<file path="config.mk">
export PLATFORM = sky130hd
export DESIGN_NAME = srap_top
export DESIGN_NICKNAME = d
export VERILOG_FILES = /design/src/logic/srap_pkg.sv /design/src/logic/srap_stream_if.sv /design/src/logic/srap_sync.sv /design/src/logic/srap_fifo.sv /design/src/logic/srap_top.sv
export SDC_FILE = /design/constraint.sdc
export NUM_CORES = 1
export LEC_CHECK = 0
export BUFFER_PORTS_ARGS = -buffer_cell sky130_fd_sc_hd__clkbuf_2
export CAP_MARGIN = 20
export CORE_MARGIN = 3
export CORE_UTILIZATION = 25
export CTS_BUF_LIST = sky130_fd_sc_hd__clkbuf_4
export DETAILED_ROUTE_END_ITERATION = 7
export GPL_TIMING_DRIVEN = 0
export PLACE_DENSITY = 0.46
export SLEW_MARGIN = 20
export SYNTH_ARGS = -nofsm -noshare
export SYNTH_HDL_FRONTEND = slang
export SYNTH_HIERARCHICAL = 1
export SYNTH_SLANG_ARGS = --single-unit
</file>
<file path="constraint.sdc">
create_clock -name mclk_i -period 7.9 [get_ports mclk_i]
set_clock_uncertainty 0.1 [all_clocks]
set_input_delay 0 -clock mclk_i [delete_from_list [all_inputs] [get_ports mclk_i]]
set_output_delay 0 -clock mclk_i [all_outputs]
set_load 0.01 [all_outputs]
</file>
<file path="src/logic/srap_pkg.sv">
/*
  srap_pkg: constants and types shared by the serial register access port.
  Assumes a single 40 MHz system clock; the cycle count SWITCH_WAIT_CYC below is derived from it.
*/
package srap_pkg;

  localparam int unsigned CLK_HZ        = 40_000_000;
  localparam int unsigned SCLK_MAX_HZ   = 26_000_000;
  localparam int unsigned I2C_MAX_BPS   = 3_400_000;
  localparam int unsigned SWITCH_WAIT_NS = 50;
  localparam int unsigned SWITCH_WAIT_CYC =
    (SWITCH_WAIT_NS * (CLK_HZ / 1_000_000) + 999) / 1000;

  localparam int unsigned BYTE_W     = 8;
  localparam int unsigned PAGE_W     = 2;
  localparam int unsigned REG_ADDR_W = PAGE_W + BYTE_W;
  localparam int unsigned WR_W       = REG_ADDR_W + BYTE_W;
  localparam int unsigned FIFO_DEPTH = 4;
  localparam int unsigned SYNC_W     = 6;

  // control byte fields
  localparam int unsigned CTRL_RW_BIT   = 7;
  localparam int unsigned CTRL_AI_BIT   = 6;
  localparam int unsigned CTRL_PAGE_MSB = 1;

  // synchroniser lane positions
  localparam int unsigned LN_SEL  = 0;
  localparam int unsigned LN_SCLK = 1;
  localparam int unsigned LN_MOSI = 2;
  localparam int unsigned LN_SCL  = 3;
  localparam int unsigned LN_SDA  = 4;
  localparam int unsigned LN_ISP  = 5;
  localparam logic [SYNC_W-1:0] SYNC_RST = 6'h19;

  // configuration values after reset
  localparam logic       RST_CPOL   = 1'h0;
  localparam logic       RST_CPHA   = 1'h0;
  localparam logic       RST_RWPOL  = 1'h0;
  localparam logic       RST_LFE    = 1'h1;
  localparam logic [1:0] RST_PINMODE = 2'h0;
  localparam logic [6:0] RST_I2C_ADDR = 7'h1F;

  typedef enum logic [2:0] {
    SRAP_IDLE,
    SRAP_CTRL,
    SRAP_ADDR,
    SRAP_LEN,
    SRAP_DATA,
    SRAP_WAIT
  } srap_state_t;

endpackage

</file>
<file path="src/logic/srap_stream_if.sv">
/*
  srap_stream_if: valid/ready word carrier between the port and its write FIFO.
  Assumes both ends sit on the same clock.
*/
`timescale 1ns/10ps
interface srap_stream_if #(parameter int unsigned W = 18);
  logic [W-1:0] data;
  logic         valid;
  logic         ready;
  modport src (output data, output valid, input ready);
  modport snk (input data, input valid, output ready);
endinterface

</file>
<file path="src/logic/srap_sync.sv">
/*
  srap_sync: three-stage synchroniser for pin inputs with agreement filter.
  Assumes inputs are asynchronous to mclk_i; output follows once stages 2 and 3 agree.
*/
`timescale 1ns/10ps
module srap_sync #(
  parameter int unsigned       W   = 6,
  parameter logic [W-1:0]      RST = '0
) (
  input  wire logic         mclk_i,
  input  wire logic         reset_i,
  input  wire logic         clk_en_i,
  input  wire logic [W-1:0] async_i,
  output logic      [W-1:0] level_o
);

  logic [W-1:0] s1_q;
  logic [W-1:0] s2_q;
  logic [W-1:0] s3_q;

  always_ff @(posedge mclk_i) begin
    if (reset_i) begin
      s1_q    <= RST;
      s2_q    <= RST;
      s3_q    <= RST;
      level_o <= RST;
    end else if (clk_en_i) begin
      s1_q <= async_i;
      s2_q <= s1_q;
      s3_q <= s2_q;
      for (int i = 0; i < W; i++) begin
        if (s2_q[i] == s3_q[i]) begin
          level_o[i] <= s3_q[i];
        end
      end
    end
  end

endmodule

</file>
<file path="src/logic/srap_fifo.sv">
/*
  srap_fifo: flip-flop FIFO with valid/ready on both sides.
  Assumes a single clock; ready on the fill side is low exactly when full.
*/
`timescale 1ns/10ps
module srap_fifo #(
  parameter int unsigned W     = 18,
  parameter int unsigned DEPTH = 4
) (
  input  wire logic mclk_i,
  input  wire logic reset_i,
  input  wire logic clk_en_i,
  srap_stream_if.snk in_if,
  srap_stream_if.src out_if
);

  localparam int unsigned AW = $clog2(DEPTH);

  logic [W-1:0] mem_q [DEPTH];
  logic [AW:0]  wptr_q;
  logic [AW:0]  rptr_q;
  wire          full  = (wptr_q[AW] != rptr_q[AW]) && (wptr_q[AW-1:0] == rptr_q[AW-1:0]);
  wire          empty = (wptr_q == rptr_q);
  wire          push  = in_if.valid && !full;
  wire          pop   = out_if.ready && !empty;

  function automatic logic [AW:0] ptr_inc(input logic [AW:0] p);
    ptr_inc = p + 1'b1;
  endfunction

  assign in_if.ready  = !full;
  assign out_if.valid = !empty;
  assign out_if.data  = mem_q[rptr_q[AW-1:0]];

  always_ff @(posedge mclk_i) begin
    if (reset_i) begin
      wptr_q <= '0;
      rptr_q <= '0;
    end else if (clk_en_i) begin
      if (push) begin
        wptr_q <= ptr_inc(wptr_q);
      end
      if (pop) begin
        rptr_q <= ptr_inc(rptr_q);
      end
    end
  end

  always_ff @(posedge mclk_i) begin
    if (clk_en_i && push) begin
      mem_q[wptr_q[AW-1:0]] <= in_if.data;
    end
  end

endmodule

</file>
<file path="src/logic/srap_top.sv">
/*
  srap_top: byte-framed four-wire serial target for paged register access,
  interface selection, and two-wire target address recognition.
  Assumes pins are asynchronous and sampled by mclk_i; the serial clock must be
  slow enough (well under mclk/4) for edge recovery; registers answer reads in
  the same cycle as reg_rd_o.
*/
`timescale 1ns/10ps
module srap_top (
  input  wire logic                            mclk_i,
  input  wire logic                            reset_i,
  input  wire logic                            clk_en_i,
  input  wire logic                            sel_n_i,
  input  wire logic                            sclk_i,
  input  wire logic                            mosi_i,
  output logic                                 miso_o,
  input  wire logic                            scl_i,
  input  wire logic                            sda_i,
  output logic                                 sda_o,
  output logic                                 sda_oe_n_o,
  input  wire logic                            interface_select_pin_i,
  input  wire logic                            cfg_wr_i,
  input  wire logic                            clock_polarity_sel_i,
  input  wire logic                            clock_phase_sel_i,
  input  wire logic                            rw_flag_polarity_sel_i,
  input  wire logic                            length_field_enable_i,
  input  wire logic [1:0]                      pin_function_mode_i,
  input  wire logic                            otp_addr_load_i,
  input  wire logic [6:0]                      otp_addr_i,
  output logic                                 reg_wr_valid_o,
  output logic [srap_pkg::REG_ADDR_W-1:0]      reg_wr_addr_o,
  output logic [srap_pkg::BYTE_W-1:0]          reg_wr_data_o,
  input  wire logic                            reg_wr_ready_i,
  output logic                                 reg_rd_o,
  output logic [srap_pkg::REG_ADDR_W-1:0]      reg_rd_addr_o,
  input  wire logic [srap_pkg::BYTE_W-1:0]     reg_rd_data_i,
  output logic                                 spi_active_o,
  output logic                                 i2c_active_o,
  output logic                                 i2c_addr_hit_o,
  output logic                                 overrun_o,
  output logic                                 busy_o
);

  ////////////////////////////////////////////////////////////////////////////
  // configuration and pin recovery

  logic                         cpol_q;
  logic                         cpha_q;
  logic                         rwpol_q;
  logic                         lfe_q;
  logic [1:0]                   pinmode_q;
  logic [6:0]                   i2c_addr_q;
  logic [srap_pkg::SYNC_W-1:0]  lvl;
  logic [srap_pkg::SYNC_W-1:0]  prev_q;

  always_ff @(posedge mclk_i) begin
    if (reset_i) begin
      cpol_q    <= srap_pkg::RST_CPOL;
      cpha_q    <= srap_pkg::RST_CPHA;
      rwpol_q   <= srap_pkg::RST_RWPOL;
      lfe_q     <= srap_pkg::RST_LFE;
      pinmode_q <= srap_pkg::RST_PINMODE;
    end else if (clk_en_i && cfg_wr_i) begin
      cpol_q    <= clock_polarity_sel_i;
      cpha_q    <= clock_phase_sel_i;
      rwpol_q   <= rw_flag_polarity_sel_i;
      lfe_q     <= length_field_enable_i;
      pinmode_q <= pin_function_mode_i;
    end
  end

  always_ff @(posedge mclk_i) begin
    if (reset_i) begin
      i2c_addr_q <= srap_pkg::RST_I2C_ADDR;
    end else if (clk_en_i && otp_addr_load_i) begin
      i2c_addr_q <= otp_addr_i;
    end
  end

  srap_sync #(
    .W   (srap_pkg::SYNC_W),
    .RST (srap_pkg::SYNC_RST)
  ) u_sync (
    .mclk_i   (mclk_i),
    .reset_i  (reset_i),
    .clk_en_i (clk_en_i),
    .async_i  ({interface_select_pin_i, sda_i, scl_i, mosi_i, sclk_i, sel_n_i}),
    .level_o  (lvl)
  );

  always_ff @(posedge mclk_i) begin
    if (reset_i) begin
      prev_q <= srap_pkg::SYNC_RST;
    end else if (clk_en_i) begin
      prev_q <= lvl;
    end
  end

  // other pin modes hand the pins elsewhere, so neither port listens
  wire mode0   = (pinmode_q == srap_pkg::RST_PINMODE);
  wire spi_en  = mode0 && !lvl[srap_pkg::LN_ISP];
  wire i2c_en  = mode0 && lvl[srap_pkg::LN_ISP];
  wire s_sel   = lvl[srap_pkg::LN_SEL];
  wire s_mosi  = lvl[srap_pkg::LN_MOSI];
  wire sc_rise = lvl[srap_pkg::LN_SCLK] && !prev_q[srap_pkg::LN_SCLK];
  wire sc_fall = !lvl[srap_pkg::LN_SCLK] && prev_q[srap_pkg::LN_SCLK];
  wire smp_on_fall = cpol_q ^ cpha_q;
  wire sample_e = smp_on_fall ? sc_fall : sc_rise;
  wire launch_e = smp_on_fall ? sc_rise : sc_fall;
  wire sel_act  = spi_en && !s_sel;
  wire sel_fall = sel_act && prev_q[srap_pkg::LN_SEL];

  ////////////////////////////////////////////////////////////////////////////
  // four-wire byte framing

  srap_pkg::srap_state_t            state_q;
  logic [2:0]                       bit_q;
  logic [srap_pkg::BYTE_W-2:0]      rx_q;
  logic                             is_read_q;
  logic                             ai_q;
  logic                             lfe_tr_q;
  logic [srap_pkg::PAGE_W-1:0]      page_q;
  logic [srap_pkg::REG_ADDR_W-1:0]  addr_q;
  logic [srap_pkg::BYTE_W-1:0]      cnt_q;
  logic [srap_pkg::BYTE_W-1:0]      tx_q;

  wire [srap_pkg::BYTE_W-1:0] rx_byte = {rx_q, s_mosi};
  wire byte_done = sel_act && !sel_fall && sample_e && (bit_q == 3'h7);
  wire in_data   = (state_q == srap_pkg::SRAP_DATA);
  wire last_byte = lfe_tr_q ? (cnt_q == 8'h01) : !ai_q;
  wire [srap_pkg::REG_ADDR_W-1:0] addr_first =
    {page_q, rx_byte};
  wire [srap_pkg::REG_ADDR_W-1:0] addr_next =
    addr_q + 10'h001;

  always_ff @(posedge mclk_i) begin
    if (reset_i) begin
      bit_q <= 3'h0;
      rx_q  <= '0;
    end else if (clk_en_i) begin
      if (!sel_act || sel_fall) begin
        bit_q <= 3'h0;
      end else if (sample_e) begin
        bit_q <= bit_q + 3'h1;
        rx_q  <= rx_byte[srap_pkg::BYTE_W-2:0];
      end
    end
  end

  always_ff @(posedge mclk_i) begin
    if (reset_i) begin
      state_q <= srap_pkg::SRAP_IDLE;
    end else if (clk_en_i) begin
      if (!sel_act) begin
        state_q <= srap_pkg::SRAP_IDLE;
      end else if (sel_fall) begin
        state_q <= srap_pkg::SRAP_CTRL;
      end else if (byte_done) begin
        case (state_q)
          srap_pkg::SRAP_CTRL: state_q <= srap_pkg::SRAP_ADDR;
          srap_pkg::SRAP_ADDR: state_q <= lfe_tr_q ? srap_pkg::SRAP_LEN : srap_pkg::SRAP_DATA;
          srap_pkg::SRAP_LEN:  state_q <= (rx_byte == 8'h00) ? srap_pkg::SRAP_WAIT : srap_pkg::SRAP_DATA;
          srap_pkg::SRAP_DATA: begin
            if (last_byte) begin
              state_q <= srap_pkg::SRAP_WAIT;
            end
          end
          srap_pkg::SRAP_WAIT: state_q <= srap_pkg::SRAP_WAIT;
          default:             state_q <= srap_pkg::SRAP_IDLE;
        endcase
      end
    end
  end

  always_ff @(posedge mclk_i) begin
    if (reset_i) begin
      is_read_q <= 1'h0;
      ai_q      <= 1'h0;
      lfe_tr_q  <= srap_pkg::RST_LFE;
      page_q    <= '0;
    end else if (clk_en_i) begin
      if (sel_fall) begin
        lfe_tr_q <= lfe_q;
      end else if (byte_done && state_q == srap_pkg::SRAP_CTRL) begin
        is_read_q <= rx_byte[srap_pkg::CTRL_RW_BIT] ^ rwpol_q;
        ai_q      <= rx_byte[srap_pkg::CTRL_AI_BIT];
        page_q    <= rx_byte[srap_pkg::CTRL_PAGE_MSB:0];
      end
    end
  end

  always_ff @(posedge mclk_i) begin
    if (reset_i) begin
      addr_q <= '0;
      cnt_q  <= '0;
    end else if (clk_en_i && byte_done) begin
      if (state_q == srap_pkg::SRAP_ADDR) begin
        addr_q <= addr_first;
      end else if (state_q == srap_pkg::SRAP_LEN) begin
        cnt_q <= rx_byte;
      end else if (in_data) begin
        addr_q <= addr_next;
        cnt_q  <= cnt_q - 8'h01;
      end
    end
  end

  ////////////////////////////////////////////////////////////////////////////
  // read fetch and serial output

  wire fetch_go = byte_done && is_read_q && (
                    (state_q == srap_pkg::SRAP_ADDR && !lfe_tr_q) ||
                    (state_q == srap_pkg::SRAP_LEN && rx_byte != 8'h00) ||
                    (in_data && !last_byte));
  wire [srap_pkg::REG_ADDR_W-1:0] fetch_addr =
    (state_q == srap_pkg::SRAP_ADDR) ? addr_first :
    (state_q == srap_pkg::SRAP_LEN)  ? addr_q : addr_next;

  always_ff @(posedge mclk_i) begin
    if (reset_i) begin
      reg_rd_o      <= 1'h0;
      reg_rd_addr_o <= '0;
    end else if (clk_en_i) begin
      reg_rd_o <= fetch_go;
      if (fetch_go) begin
        reg_rd_addr_o <= fetch_addr;
      end
    end
  end

  // data is fetched half a serial clock ahead, which bounds the serial rate
  always_ff @(posedge mclk_i) begin
    if (reset_i) begin
      tx_q   <= '0;
      miso_o <= 1'h0;
    end else if (clk_en_i) begin
      if (!sel_act || sel_fall) begin
        tx_q   <= '0;
        miso_o <= 1'h0;
      end else if (reg_rd_o) begin
        tx_q <= reg_rd_data_i;
      end else if (launch_e) begin
        miso_o <= tx_q[srap_pkg::BYTE_W-1];
        tx_q   <= {tx_q[srap_pkg::BYTE_W-2:0], 1'h0};
      end
    end
  end

  ////////////////////////////////////////////////////////////////////////////
  // write path through the FIFO

  srap_stream_if #(.W(srap_pkg::WR_W)) wr_in ();
  srap_stream_if #(.W(srap_pkg::WR_W)) wr_out ();

  wire push_go = byte_done && in_data && !is_read_q;
  assign wr_in.valid  = push_go;
  assign wr_in.data   = {addr_q, rx_byte};
  assign wr_out.ready = !reg_wr_valid_o || reg_wr_ready_i;

  srap_fifo #(
    .W     (srap_pkg::WR_W),
    .DEPTH (srap_pkg::FIFO_DEPTH)
  ) u_fifo (
    .mclk_i   (mclk_i),
    .reset_i  (reset_i),
    .clk_en_i (clk_en_i),
    .in_if    (wr_in),
    .out_if   (wr_out)
  );

  always_ff @(posedge mclk_i) begin
    if (reset_i) begin
      reg_wr_valid_o <= 1'h0;
      reg_wr_addr_o  <= '0;
      reg_wr_data_o  <= '0;
    end else if (clk_en_i) begin
      if (wr_out.valid && wr_out.ready) begin
        reg_wr_valid_o <= 1'h1;
        {reg_wr_addr_o, reg_wr_data_o} <= wr_out.data;
      end else if (reg_wr_ready_i) begin
        reg_wr_valid_o <= 1'h0;
      end
    end
  end

  // host cannot be stalled mid-byte, so a full FIFO drops and flags the byte
  always_ff @(posedge mclk_i) begin
    if (reset_i) begin
      overrun_o <= 1'h0;
    end else if (clk_en_i) begin
      if (push_go && !wr_in.ready) begin
        overrun_o <= 1'h1;
      end else if (sel_fall) begin
        overrun_o <= 1'h0;
      end
    end
  end

  ////////////////////////////////////////////////////////////////////////////
  // two-wire address recognition and status

  logic       i2c_listen_q;
  logic       ack_pend_q;
  logic [3:0] i2c_bit_q;
  logic [6:0] i2c_sr_q;

  wire scl_hi  = lvl[srap_pkg::LN_SCL] && prev_q[srap_pkg::LN_SCL];
  wire scl_r   = lvl[srap_pkg::LN_SCL] && !prev_q[srap_pkg::LN_SCL];
  wire scl_f   = !lvl[srap_pkg::LN_SCL] && prev_q[srap_pkg::LN_SCL];
  wire i2c_st  = i2c_en && scl_hi && prev_q[srap_pkg::LN_SDA] && !lvl[srap_pkg::LN_SDA];
  wire i2c_sp  = i2c_en && scl_hi && !prev_q[srap_pkg::LN_SDA] && lvl[srap_pkg::LN_SDA];
  wire i2c_end = i2c_listen_q && scl_r && (i2c_bit_q == 4'h7);
  // first seven bits are the address, the eighth (read/write) is not compared
  wire i2c_hit = i2c_end && (i2c_sr_q == i2c_addr_q);

  always_ff @(posedge mclk_i) begin
    if (reset_i) begin
      i2c_listen_q <= 1'h0;
      i2c_bit_q    <= 4'h0;
      i2c_sr_q     <= '0;
    end else if (clk_en_i) begin
      if (i2c_st) begin
        i2c_listen_q <= 1'h1;
        i2c_bit_q    <= 4'h0;
      end else if (i2c_sp || !i2c_en || i2c_end) begin
        i2c_listen_q <= 1'h0;
      end else if (i2c_listen_q && scl_r) begin
        i2c_sr_q  <= {i2c_sr_q[5:0], lvl[srap_pkg::LN_SDA]};
        i2c_bit_q <= i2c_bit_q + 4'h1;
      end
    end
  end

  always_ff @(posedge mclk_i) begin
    if (reset_i) begin
      ack_pend_q     <= 1'h0;
      sda_oe_n_o     <= 1'h1;
      sda_o          <= 1'h0;
      i2c_addr_hit_o <= 1'h0;
    end else if (clk_en_i) begin
      i2c_addr_hit_o <= i2c_hit;
      if (i2c_sp || !i2c_en) begin
        ack_pend_q <= 1'h0;
        sda_oe_n_o <= 1'h1;
      end else if (i2c_hit) begin
        ack_pend_q <= 1'h1;
      end else if (scl_f && ack_pend_q) begin
        ack_pend_q <= 1'h0;
        sda_oe_n_o <= 1'h0;
      end else if (scl_f) begin
        sda_oe_n_o <= 1'h1;
      end
    end
  end

  always_ff @(posedge mclk_i) begin
    if (reset_i) begin
      spi_active_o <= 1'h0;
      i2c_active_o <= 1'h0;
      busy_o       <= 1'h0;
    end else if (clk_en_i) begin
      spi_active_o <= spi_en;
      i2c_active_o <= i2c_en;
      busy_o       <= sel_act || reg_wr_valid_o || wr_out.valid;
    end
  end

endmodule

</file>
==> results of run 1 <==
==> layer usage <==
| metal | GRT usage, % | vias to the layer above | share of wire, % | wire [um] |
|---|---|---|---|---|
| li1 | - | 3820 | - | - |
| met1 | 16.7 | 3763 | 46 | 12200 |
| met2 | 21.1 | 201 | 47 | 12300 |
| met3 | 3.02 | 46 | 5.4 | 1420 |
| met4 | 4.39 | 0 | 1.9 | 513 |
| met5 | 0 | - | 0 | 0 |
==> stage by stage <==
step | power, mW | worst slack, ns
after global routing | 2.52 | 3.87
after detailed placement | 1.39 | 4.20
after CTS | 2.44 | 4.19
after global placement | 1.39 | 3.53
after floorplan | 1.32 | 4.94
final | 2.39 | 4.19
==> state kept, by name (all words and copies together) (netlist names), 7 cells and up, named ones only <==
register / flops
addr_q: 10
u_fifo/mem_q: 72
cnt_q: 8
tx_q: 8
reg_wr_data_o: 8
rx_q: 7
i2c_addr_q: 7
reg_wr_addr_o: 10
i2c_sr_q: 7
reg_rd_addr_o: 10
==> path summary, 6_finish.rpt <==
| path | endpoint | startpoint | slack [ns] |
|---|---|---|---|
| worst max-delay path | u_fifo/mem_q[1][2] | pinmode_q[0] | 4.19 |
| worst min-delay path | tx_q[0] | reg_rd_data_i[0] | 0.1 |
| worst max register to register | u_fifo/mem_q[1][2] | pinmode_q[0] | 4.19 |
| worst min register to register | reg_wr_addr_o[7] | reg_wr_addr_o[7] | 0.35 |
==> cells by family (layout without fill, tap and decap cells) <==
family | count (synthesis) | count (layout) | share of synthesized area [%]
compound gates | 184 | 184 | 12.5
buf+inv | 67 | 325 | 3.16
flops | 215 | 215 | 53.1
fa+ha+maj | 11 | 11 | 1.46
xor+xnor | 15 | 15 | 1.55
simple gates | 341 | 341 | 17.7
mux | 76 | 76 | 10.4
other cells | 1 | 2 | 0.0396
==> worst reg2reg max path, cell delays in order (launching register included) <==
cell	delay [ns]
dfxtp_1	0.37
nor4_1	0.39
nand2b_1	0.24
nor4_1	0.87
nand2_1	0.25
a31oi_1	0.27
and2_1	0.83
==> power groups by stage <==
stage / sequential [mW] / clock (mW) / combinational, mW
after global routing: 1.17 / 1.10 / 0.252
after detailed placement: 1.19 / 0 / 0.198
after floorplan: 1.19 / 0 / 0.135
final: 1.17 / 0.995 / 0.227
after global placement: 1.19 / 0 / 0.196
after CTS: 1.17 / 1.04 / 0.229
==> area by class of cell <==
type                    count  share of cell area (%)
diodes                      1                  0.0207
well taps                 504                    5.23
clock buffers              95                    5.91
multi-input cells         628                    34.4
clock inverters            10                   0.311
plain buffers              55                    2.11
repair buffers            153                    10.0
inverters                  12                   0.373
flip-flops and latches    215                    41.7
==> Yosys cell counts, types with 3 or more instances <==
cell,n
buf_6,3
buf_4,3
nand2b_1,5
inv_1,10
a21oi_1,71
a22oi_1,7
a211o_1,9
a31o_2,4
buf_1,5
nand4_1,11
and3_1,5
o31a_1,4
nor2_1,84
a221oi_1,3
o32ai_1,7
a31oi_1,5
and2_1,7
or3_1,3
o21ai_0,31
ha_1,11
nand3_1,38
edfxtp_1,72
buf_2,9
dfxtp_1,143
nand4b_1,4
or4_1,5
nor2b_1,18
nand3b_1,4
mux2i_1,56
a21o_1,10
mux4_2,18
and3b_1,5
nor3_1,13
xor2_1,11
nor4_1,13
clkbuf_1,33
o211ai_1,8
o31ai_1,4
nand2_1,109
==> metrics.yaml, run 1 <==
outcome: "finished clean"
seq_area_mm2: 0.00502
p_leak_nw: 4.67
die_w_um: 201
synthDistinctLibCells: 76
dp.cells: 1483
cp_num_buf_inv: 0
slew_headroom_pct: 32.8
combPwrFrac_pct: 9.5
nFillCells: 3874
crit_top_cell: "nor4_1"
wl_per_cell_um: 15.8
fin_crit_sh_pct: 47.0
htreeDepth: 2
final_util_pct: 32.6
end_kind: "register"
antenna_left: 0
finalSetupTns_ns: 0
worst-r2r-cell-count: 6
synthFlopType: "dfxtp_1"
cts_tree: "built"
cts_setup_buffers: 0
rsz0062_at_grt: "no"
final_cell_mix: "dfxtp_1 (143), nand2_1 (109), clkbuf_4 (95)"
crit_type: "reg -> reg"
setup_viol: 0
cts_buffer_depth: 3
syn2layout_area_growth_pct: 27.5
die_y_um: 201
syn_nets: 954
ir_worst_vdd_uv: 77.3
hold_class: "in -> reg"
numClockSinks: 215
holdWs_ns: 0.0962
track_usage_pct: 12.8
tightest_slew_ns: 1.01
drt-pass1-iter-count: 5
grt.overflow.total: 0
dpl.hpwl_mm: 17.4
critPathMaxStageDelay_ns: 0.87
routed_wl_mm: 26.4
synth-async-reset-ratio_pct: 0
place.gp.congestion: 0.812
p_int_mw: 1.79
final_nets: 1167
clkTransAtPathRegs_ns: 0.07
grt_pass1_vias: 7683
ys_seq_elements: 215
final_cells: 1673
syn_area_mm2: 0.00946
p_switching_mw: 0.601
design_area_mm2: 0.0121
drt_iter0_markers: 434
cp_max_fo: 18
synth_area_leader_cell: "dfxtp_1"
slew_viol_final: 0
hold_depth: 6
coreArea_mm2: 0.0370
avgSynthCellArea_um2: 10.4
grt_first_pass_wirelength_mm: 41.9
dpl_cell_area_mm2: 0.0105
drc: 0
yosys-top-cells-area: "dfxtp_1 (30%), edfxtp_1 (23%), mux2i_1 (5.9%)"
multi_input_area_mm2: 0.00415
worst_ep_arrival_time_ns: 3.91
p_per_area_mw_per_mm2: 198
p_seq_share_pct: 48.8
hold_buffers: 84
ios: 71
start_kind: "register"
yosys_warnings: 6
path_delay_family: "simple AND/OR/NAND/NOR gates"
rows: 70
numCtsBuffers: 58
cp.depth: 6
layout-drive-gt1-share_pct: 18.8
required_ns: 8.10
drv_cap: 0
crit_chain: "nor4_1 -> nand2b_1 -> nor4_1 -> nand2_1 -> a31oi_1 -> and2_1"
grt_max_degree: 19
antenna_found_initial: 1
layout_commonest_cell: "dfxtp_1"
max_freq_mhz: 269
syn_inst: 910
yosysSeqAreaShare_pct: 53.1
cts_resized: 0
p_clk_share_pct: 41.7
finalHoldViolCount: 0
insertion_delay_ns: 0.72
synth_edf_count: 72
p_sw_share_pct: 25.2
initial_core_util_pct: 25.6
dieArea_mm2: 0.0402
critPathSlowestCell: "nor4_1"
route.vias.total: 7830
period_needed_ns: 3.71
io_buffers: 68
synth_top_area_share_pct: 30.3
cts-root-buf: "clkbuf_4"
via_per_inst: 4.68
Note: power is estimated with default switching activity, not from simulation.
==> run 2, diff against run 1 <==
- ABC_AREA: default -> 1
- PLACE_DENSITY: 0.46 -> 0.47
- clock period: 7.9 -> 3.1 ns (I/O delays scaled with it)
==> run 2 against run 1 <==
Effect of this change: total power rose to 2.7 times the previous value; worst setup slack worse by 4.0 ns; critical path depth up 4; sequential cell count unchanged; via count up 13%; die area up 2.1%; maximum frequency up 29%; hold slack better by 0.075 ns; utilization up 0.34 points; sequential power rose to 2.6 times the previous value; synthesized cell count up 33%; global-route usage up 0.93 points; critical path type unchanged; highest routed layer unchanged.
==> metrics.yaml, run 2 <==
outcome: "finished clean"
p_leak_nw: 5.46
holdWs_ns: 0.171
drt-met1-wl_mm: 12.8
worst_ep_arrival_time_ns: 3.04
worst-r2r-cell-count: 10
route.vias.total: 8821
cts_setup_buffers: 0
dieArea_mm2: 0.0410
cts_buffer_depth: 3
power_mw: 6.39
slew_viol_final: 0
period_needed_ns: 2.88
final_nets: 1492
crit_type: "reg -> reg"
syn_nets: 1256
numCtsBuffers: 66
grt_pass1_vias: 8740
grt.overflow.total: 0
fin_crit_sh_pct: 92.9
crit_chain: "ha_1 -> ha_1 -> inv_1 -> nor3_1 -> nand2_1 -> nor2_1 -> nand2_1 -> inv_1 -> nand3_2 -> inv_1"
die_w_um: 203
via_per_inst: 4.40
yosysMostFrequentCell: "nand2_1"
dr.max_layer_used: "met4"
synth-async-reset-ratio_pct: 0
max_freq_mhz: 347
rrSetupSlack_ns: 0.22
cts_tree: "built"
ys_seq_elements: 215
cts-root-buf: "clkbuf_4"
slew_headroom_pct: 37.6
finalHoldViolCount: 0
clkTransAtPathRegs_ns: 0.06
rows: 71
initial_core_util_pct: 25.5
io_buffers: 69
hold_buffers: 96
syn_area_mm2: 0.00966
antenna_found_initial: 1
setup_viol: 0
hold_depth: 3
yosys-top-cells-area: "dfxtp_1 (30%), edfxtp_1 (22%), nand2_1 (10%)"
start_kind: "register"
yosysSeqAreaShare_pct: 52.0
syn2layout_area_growth_pct: 29.2
r2r_start: "bit_q[0]"
synth_top_area_share_pct: 29.6
coreArea_mm2: 0.0378
ios: 71
met2WireLength_mm: 13.2
final_cell_mix: "nand2_1 (259), nor2_1 (186), dfxtp_1 (143)"
crit_top_cell: "inv_1"
synth_area_leader_cell: "dfxtp_1"
yosys-top-cells-count: "nand2_1 (259), nor2_1 (189), dfxtp_1 (143), o21ai_0 (132), inv_1 (130)"
dpl.hpwl_mm: 18.6
grt_first_pass_wirelength_mm: 45.4
cp_max_fo: 18
wl_met3_mm: 1.18
layout-drive-gt1-share_pct: 16.3
layout_commonest_cell: "nand2_1"
required_ns: 3.26
antenna_left: 0
yosys_warnings: 6
drc: 0
die_y_um: 203
synthDistinctLibCells: 43
drt_iter0_markers: 412
min_to: "u_sync/level_o[2]"
synth_edf_count: 72
htreeDepth: 3
routed_wl_mm: 27.7
largest_reg_flops: 72
ir_worst_vdd_uv: 187
end_kind: "register"
place.gp.congestion: 0.819
numClockSinks: 215
cts_resized: 0
grt_max_degree: 19
track_usage_pct: 13.8
tightest_slew_ns: 0.935
insertion_delay_ns: 0.66
critPathSlowestCell: "inv_1"
min-delay-start: "reset_i"
r2r_end: "u_fifo/mem_q[3][14]"
critPathMaxStageDelay_ns: 0.68
nFillCells: 4099
syn_inst: 1212
p_per_area_mw_per_mm2: 512
rsz0062_at_grt: "no"
hold_class: "in -> reg"
synthFlopType: "dfxtp_1"
drv_cap: 0
wl_per_cell_um: 13.8
avgSynthCellArea_um2: 7.97
drt-pass1-iter-count: 5
[run 2: metal layers]
layer / vias up / global-route usage [%]
met3: 46 / 3.05
met5: - / 0
met2: 194 / 23.3
met4: 0 / 4.65
met1: 4120 / 17.4
li1: 4461 / -
[run 2: metrics by stage]
stage               util [%]  instances  instance area (um2)  setup TNS, ns  worst slack, ns
floorplan                  -       1212                 9660              0            0.502
global placement        28.1       1792                10600         -18.59           -0.422
detailed placement      28.3       1795                10700              0            0.204
CTS                     33.0       2004                12500              0            0.181
global route            33.0       2006                12500              0          0.00312
finish                  33.0       2006                12500              0            0.221
[run 2: worst max path at each step]
stage / startpoint / end / slack [ns] / depth (start not counted)
after floorplan: bit_q[0] / u_fifo/mem_q[0][0] / 0.50 / 8
after global placement: bit_q[0] / u_fifo/mem_q[0][14] / -0.42 / 8
after detailed placement: bit_q[0] / u_fifo/mem_q[3][13] / 0.20 / 10
after CTS: bit_q[1] / u_fifo/mem_q[3][14] / 0.18 / 10
after global routing: pinmode_q[0] / u_fifo/mem_q[3][14] / 0.003 / 9
final: bit_q[0] / u_fifo/mem_q[3][14] / 0.22 / 10
[run 2: power breakdown]
part	switching (mW)	leakage (nW)	internal [mW]
registers	0.0458	1.82	2.97
clock network	1.23	0.498	1.52
logic	0.372	3.14	0.256
[run 2: logic make-up (layout without fill, tap and decap cells)]
| logic type | count (synthesis) | after routing | share of synthesized area [%] |
|---|---|---|---|
| AOI/OAI and AO/OA | 245 | 245 | 13.3 |
| other | 1 | 3 | 0.0388 |
| and+or+nand+nor | 542 | 542 | 23.9 |
| xor gates and xnor gates | 9 | 9 | 0.816 |
| DFF | 215 | 215 | 52.0 |
| muxes | 3 | 3 | 0.350 |
| adders and majority gates | 11 | 11 | 1.42 |
| buffers and inverters | 186 | 467 | 8.09 |
[run 2: cell type report]
class / instances / area (um2) / share of cell area (%)
multi-input combinational: 811 / 3860 / 30.9
clock buffer: 105 / 788 / 6.32
clock inverter: 8 / 30.0 / 0.241
sequential: 215 / 5020 / 40.3
tap: 511 / 639 / 5.12
timing repair buffer: 168 / 1350 / 10.8
buffer: 47 / 260 / 2.09
antenna: 2 / 5.00 / 0.0401
inverter: 139 / 522 / 4.18
[run 2: worst max-delay path, delay by kind of cell (launching register included)]
family,cells,cell delay (ns)
flops,1,0.35
buf+inv,3,0.88
fa+ha+maj,2,0.30
simple gates,5,0.85
==> run 3, diff against run 2 <==
- CORE_UTILIZATION: 25 -> 56
- GPL_ROUTABILITY_DRIVEN: default -> 0
- PLACE_DENSITY: 0.47 -> 0.84
==> run 3 against run 2 <==
Effect of this change: worst setup slack lost 0.095 ns; combinational power grew 2%; maximum frequency shrank 3.2%; sequential power is essentially flat; design area shrank 4.0%; critical path depth is the same; sequential share of layout area grew 1.7 points; critical endpoint is now i2c_addr_q[5].
==> metrics.yaml, run 3 (same netlist as run 2, synthesis figures left out) <==
path_delay_family: "buffers and inverters"
grt_first_pass_wirelength_mm: 44.7
design_area_mm2: 0.0120
finalHoldViolCount: 0
r2r_start: "pinmode_q[0]"
p_per_area_mw_per_mm2: 504
min-delay-start: "reg_rd_data_i[6]"
ir_worst_vdd_uv: 323
io_buffers: 69
cp_max_fo: 10
dp.cells: 1504
p_leak_nw: 5.38
period_needed_ns: 2.97
wl_per_cell_um: 16.2
htreeDepth: 2
cts_buffer_depth: 3
rrSetupSlack_ns: 0.23
max_freq_mhz: 336
die_w_um: 137
rsz0062_at_grt: "no"
required_ns: 3.60
crit_chain: "dlygate4sd3_1 -> clkbuf_2 -> clkbuf_1 -> inv_1 -> clkbuf_1 -> clkbuf_2 -> o21ai_0 -> dlygate4sd3_1 -> a21oi_1 -> dlygate4sd3_1"
crit_type: "in -> reg"
hold_class: "in -> reg"
largest_reg_flops: 72
via_per_inst: 5.58
grt_max_degree: 19
p_seq_share_pct: 50.0
p_int_mw: 4.46
layout-drive-gt1-share_pct: 15.1
cp_num_buf_inv: 8
numCtsBuffers: 53
syn2layout_area_growth_pct: 24.0
hold_depth: 5
slew_viol_final: 0
drt-pass1-iter-count: 5
routed_wl_mm: 27.5
numClockSinks: 215
drc: 0
worst-r2r-cell-count: 9
final_cell_mix: "nand2_1 (259), nor2_1 (186), dfxtp_1 (143)"
initial_core_util_pct: 57.6
start_kind: "input port"
crit_top_cell: "dlygate4sd3_1"
r2r_end: "u_fifo/mem_q[3][14]"
min_to: "tx_q[6]"
grt_pass1_vias: 9364
p_clk_share_pct: 39.4
end_kind: "register"
ios: 71
p_sw_share_pct: 26.2
worst_ep_arrival_time_ns: 3.47
critPathMaxStageDelay_ns: 0.58
drv_cap: 0
combPwrFrac_pct: 10.6
route.vias.total: 9461
cts-root-buf: "clkbuf_4"
rows: 47
final_nets: 1480
insertion_delay_ns: 0.69
outcome: "finished clean"
holdWs_ns: 0.167
track_usage_pct: 29.6
antenna_left: 0
layout_commonest_cell: "nand2_1"
p_switching_mw: 1.58
critPathSlowestCell: "dlygate4sd3_1"
drt_iter0_markers: 912
die_y_um: 137
clkTransAtPathRegs_ns: 0.07
cts_tree: "built"
final_cells: 1695
slew_headroom_pct: 42.9
tightest_slew_ns: 0.856
fin_crit_sh_pct: 95.9
setup_viol: 0
dpl.hpwl_mm: 16.3
cts_setup_buffers: 0
dieArea_mm2: 0.0189
nFillCells: 1181
cp.depth: 10
dpl_cell_area_mm2: 0.0103
antenna_found_initial: 1
coreArea_mm2: 0.0168
grt.overflow.total: 0
run 3: worst min-delay path, delay by kind of cell:
| kind | cells | cell delay [ns] |
|---|---|---|
| compound gates | 1 | 0.06 |
| simple gates | 1 | 0.07 |
| buf+inv | 2 | 0.63 |
| mux | 1 | 0.14 |
run 3: worst max path at each step:
| stage | startpoint | end | slack, ns |
|---|---|---|---|
| 6_report | reset_i | i2c_addr_q[5] | 0.13 |
| 3_5_place_dp | bit_q[0] | u_fifo/mem_q[3][8] | 0.32 |
| 5_1_grt | bit_q[0] | u_fifo/mem_q[3][14] | 0.01 |
| 2_1_floorplan | bit_q[0] | u_fifo/mem_q[0][0] | 0.50 |
| 4_1_cts | reset_i | i2c_addr_q[5] | 0.03 |
| 3_3_place_gp | bit_q[0] | u_fifo/mem_q[0][12] | -0.19 |
run 3: stage by stage:
step | setup WS, ns | util [%] | total power [mW] | setup TNS, ns
after floorplan | 0.502 | - | 3.41 | 0
after global placement | -0.191 | 61.3 | 3.57 | -7.27
after detailed placement | 0.316 | 61.6 | 3.59 | 0
after CTS | 0.0343 | 71.4 | 6.03 | 0
after global routing | 0.0138 | 71.5 | 6.27 | 0
final | 0.127 | 71.5 | 6.04 | 0
run 3: repair_timing:
item,in CTS,in global routing
hold endpoints to repair,83,0
endpoints found under the setup margin,0,5
gates resized for setup,0,5
hold buffers,97,0
run 3: final cells by class:
type	instances	area, um2	area share [%]
clock buffer	78	586	4.89
clock inverter	15	86.3	0.721
buffer	47	264	2.20
multi-input combinational	811	3860	32.2
sequential	215	5020	41.9
inverter	139	522	4.36
timing repair buffer	169	1360	11.3
tap	220	275	2.30
antenna	1	2.50	0.0209
run 3: per-layer routing:
layer	global-route usage, %	up-vias	routed length [um]
met5	0	-	0
met4	16.7	0	1530
met3	5.81	152	2070
met2	52.4	538	13600
met1	33.3	4342	10300
li1	-	4429	-
run 3: power groups by stage:
stage                     clock network (mW)  registers (mW)  logic (mW)
final                                   2.38            3.02       0.640
after global routing                    2.54            3.03       0.701
after CTS                               2.40            3.02       0.608
after detailed placement                   0            3.08       0.509
after global placement                     0            3.08       0.491
after floorplan                            0            3.09       0.323
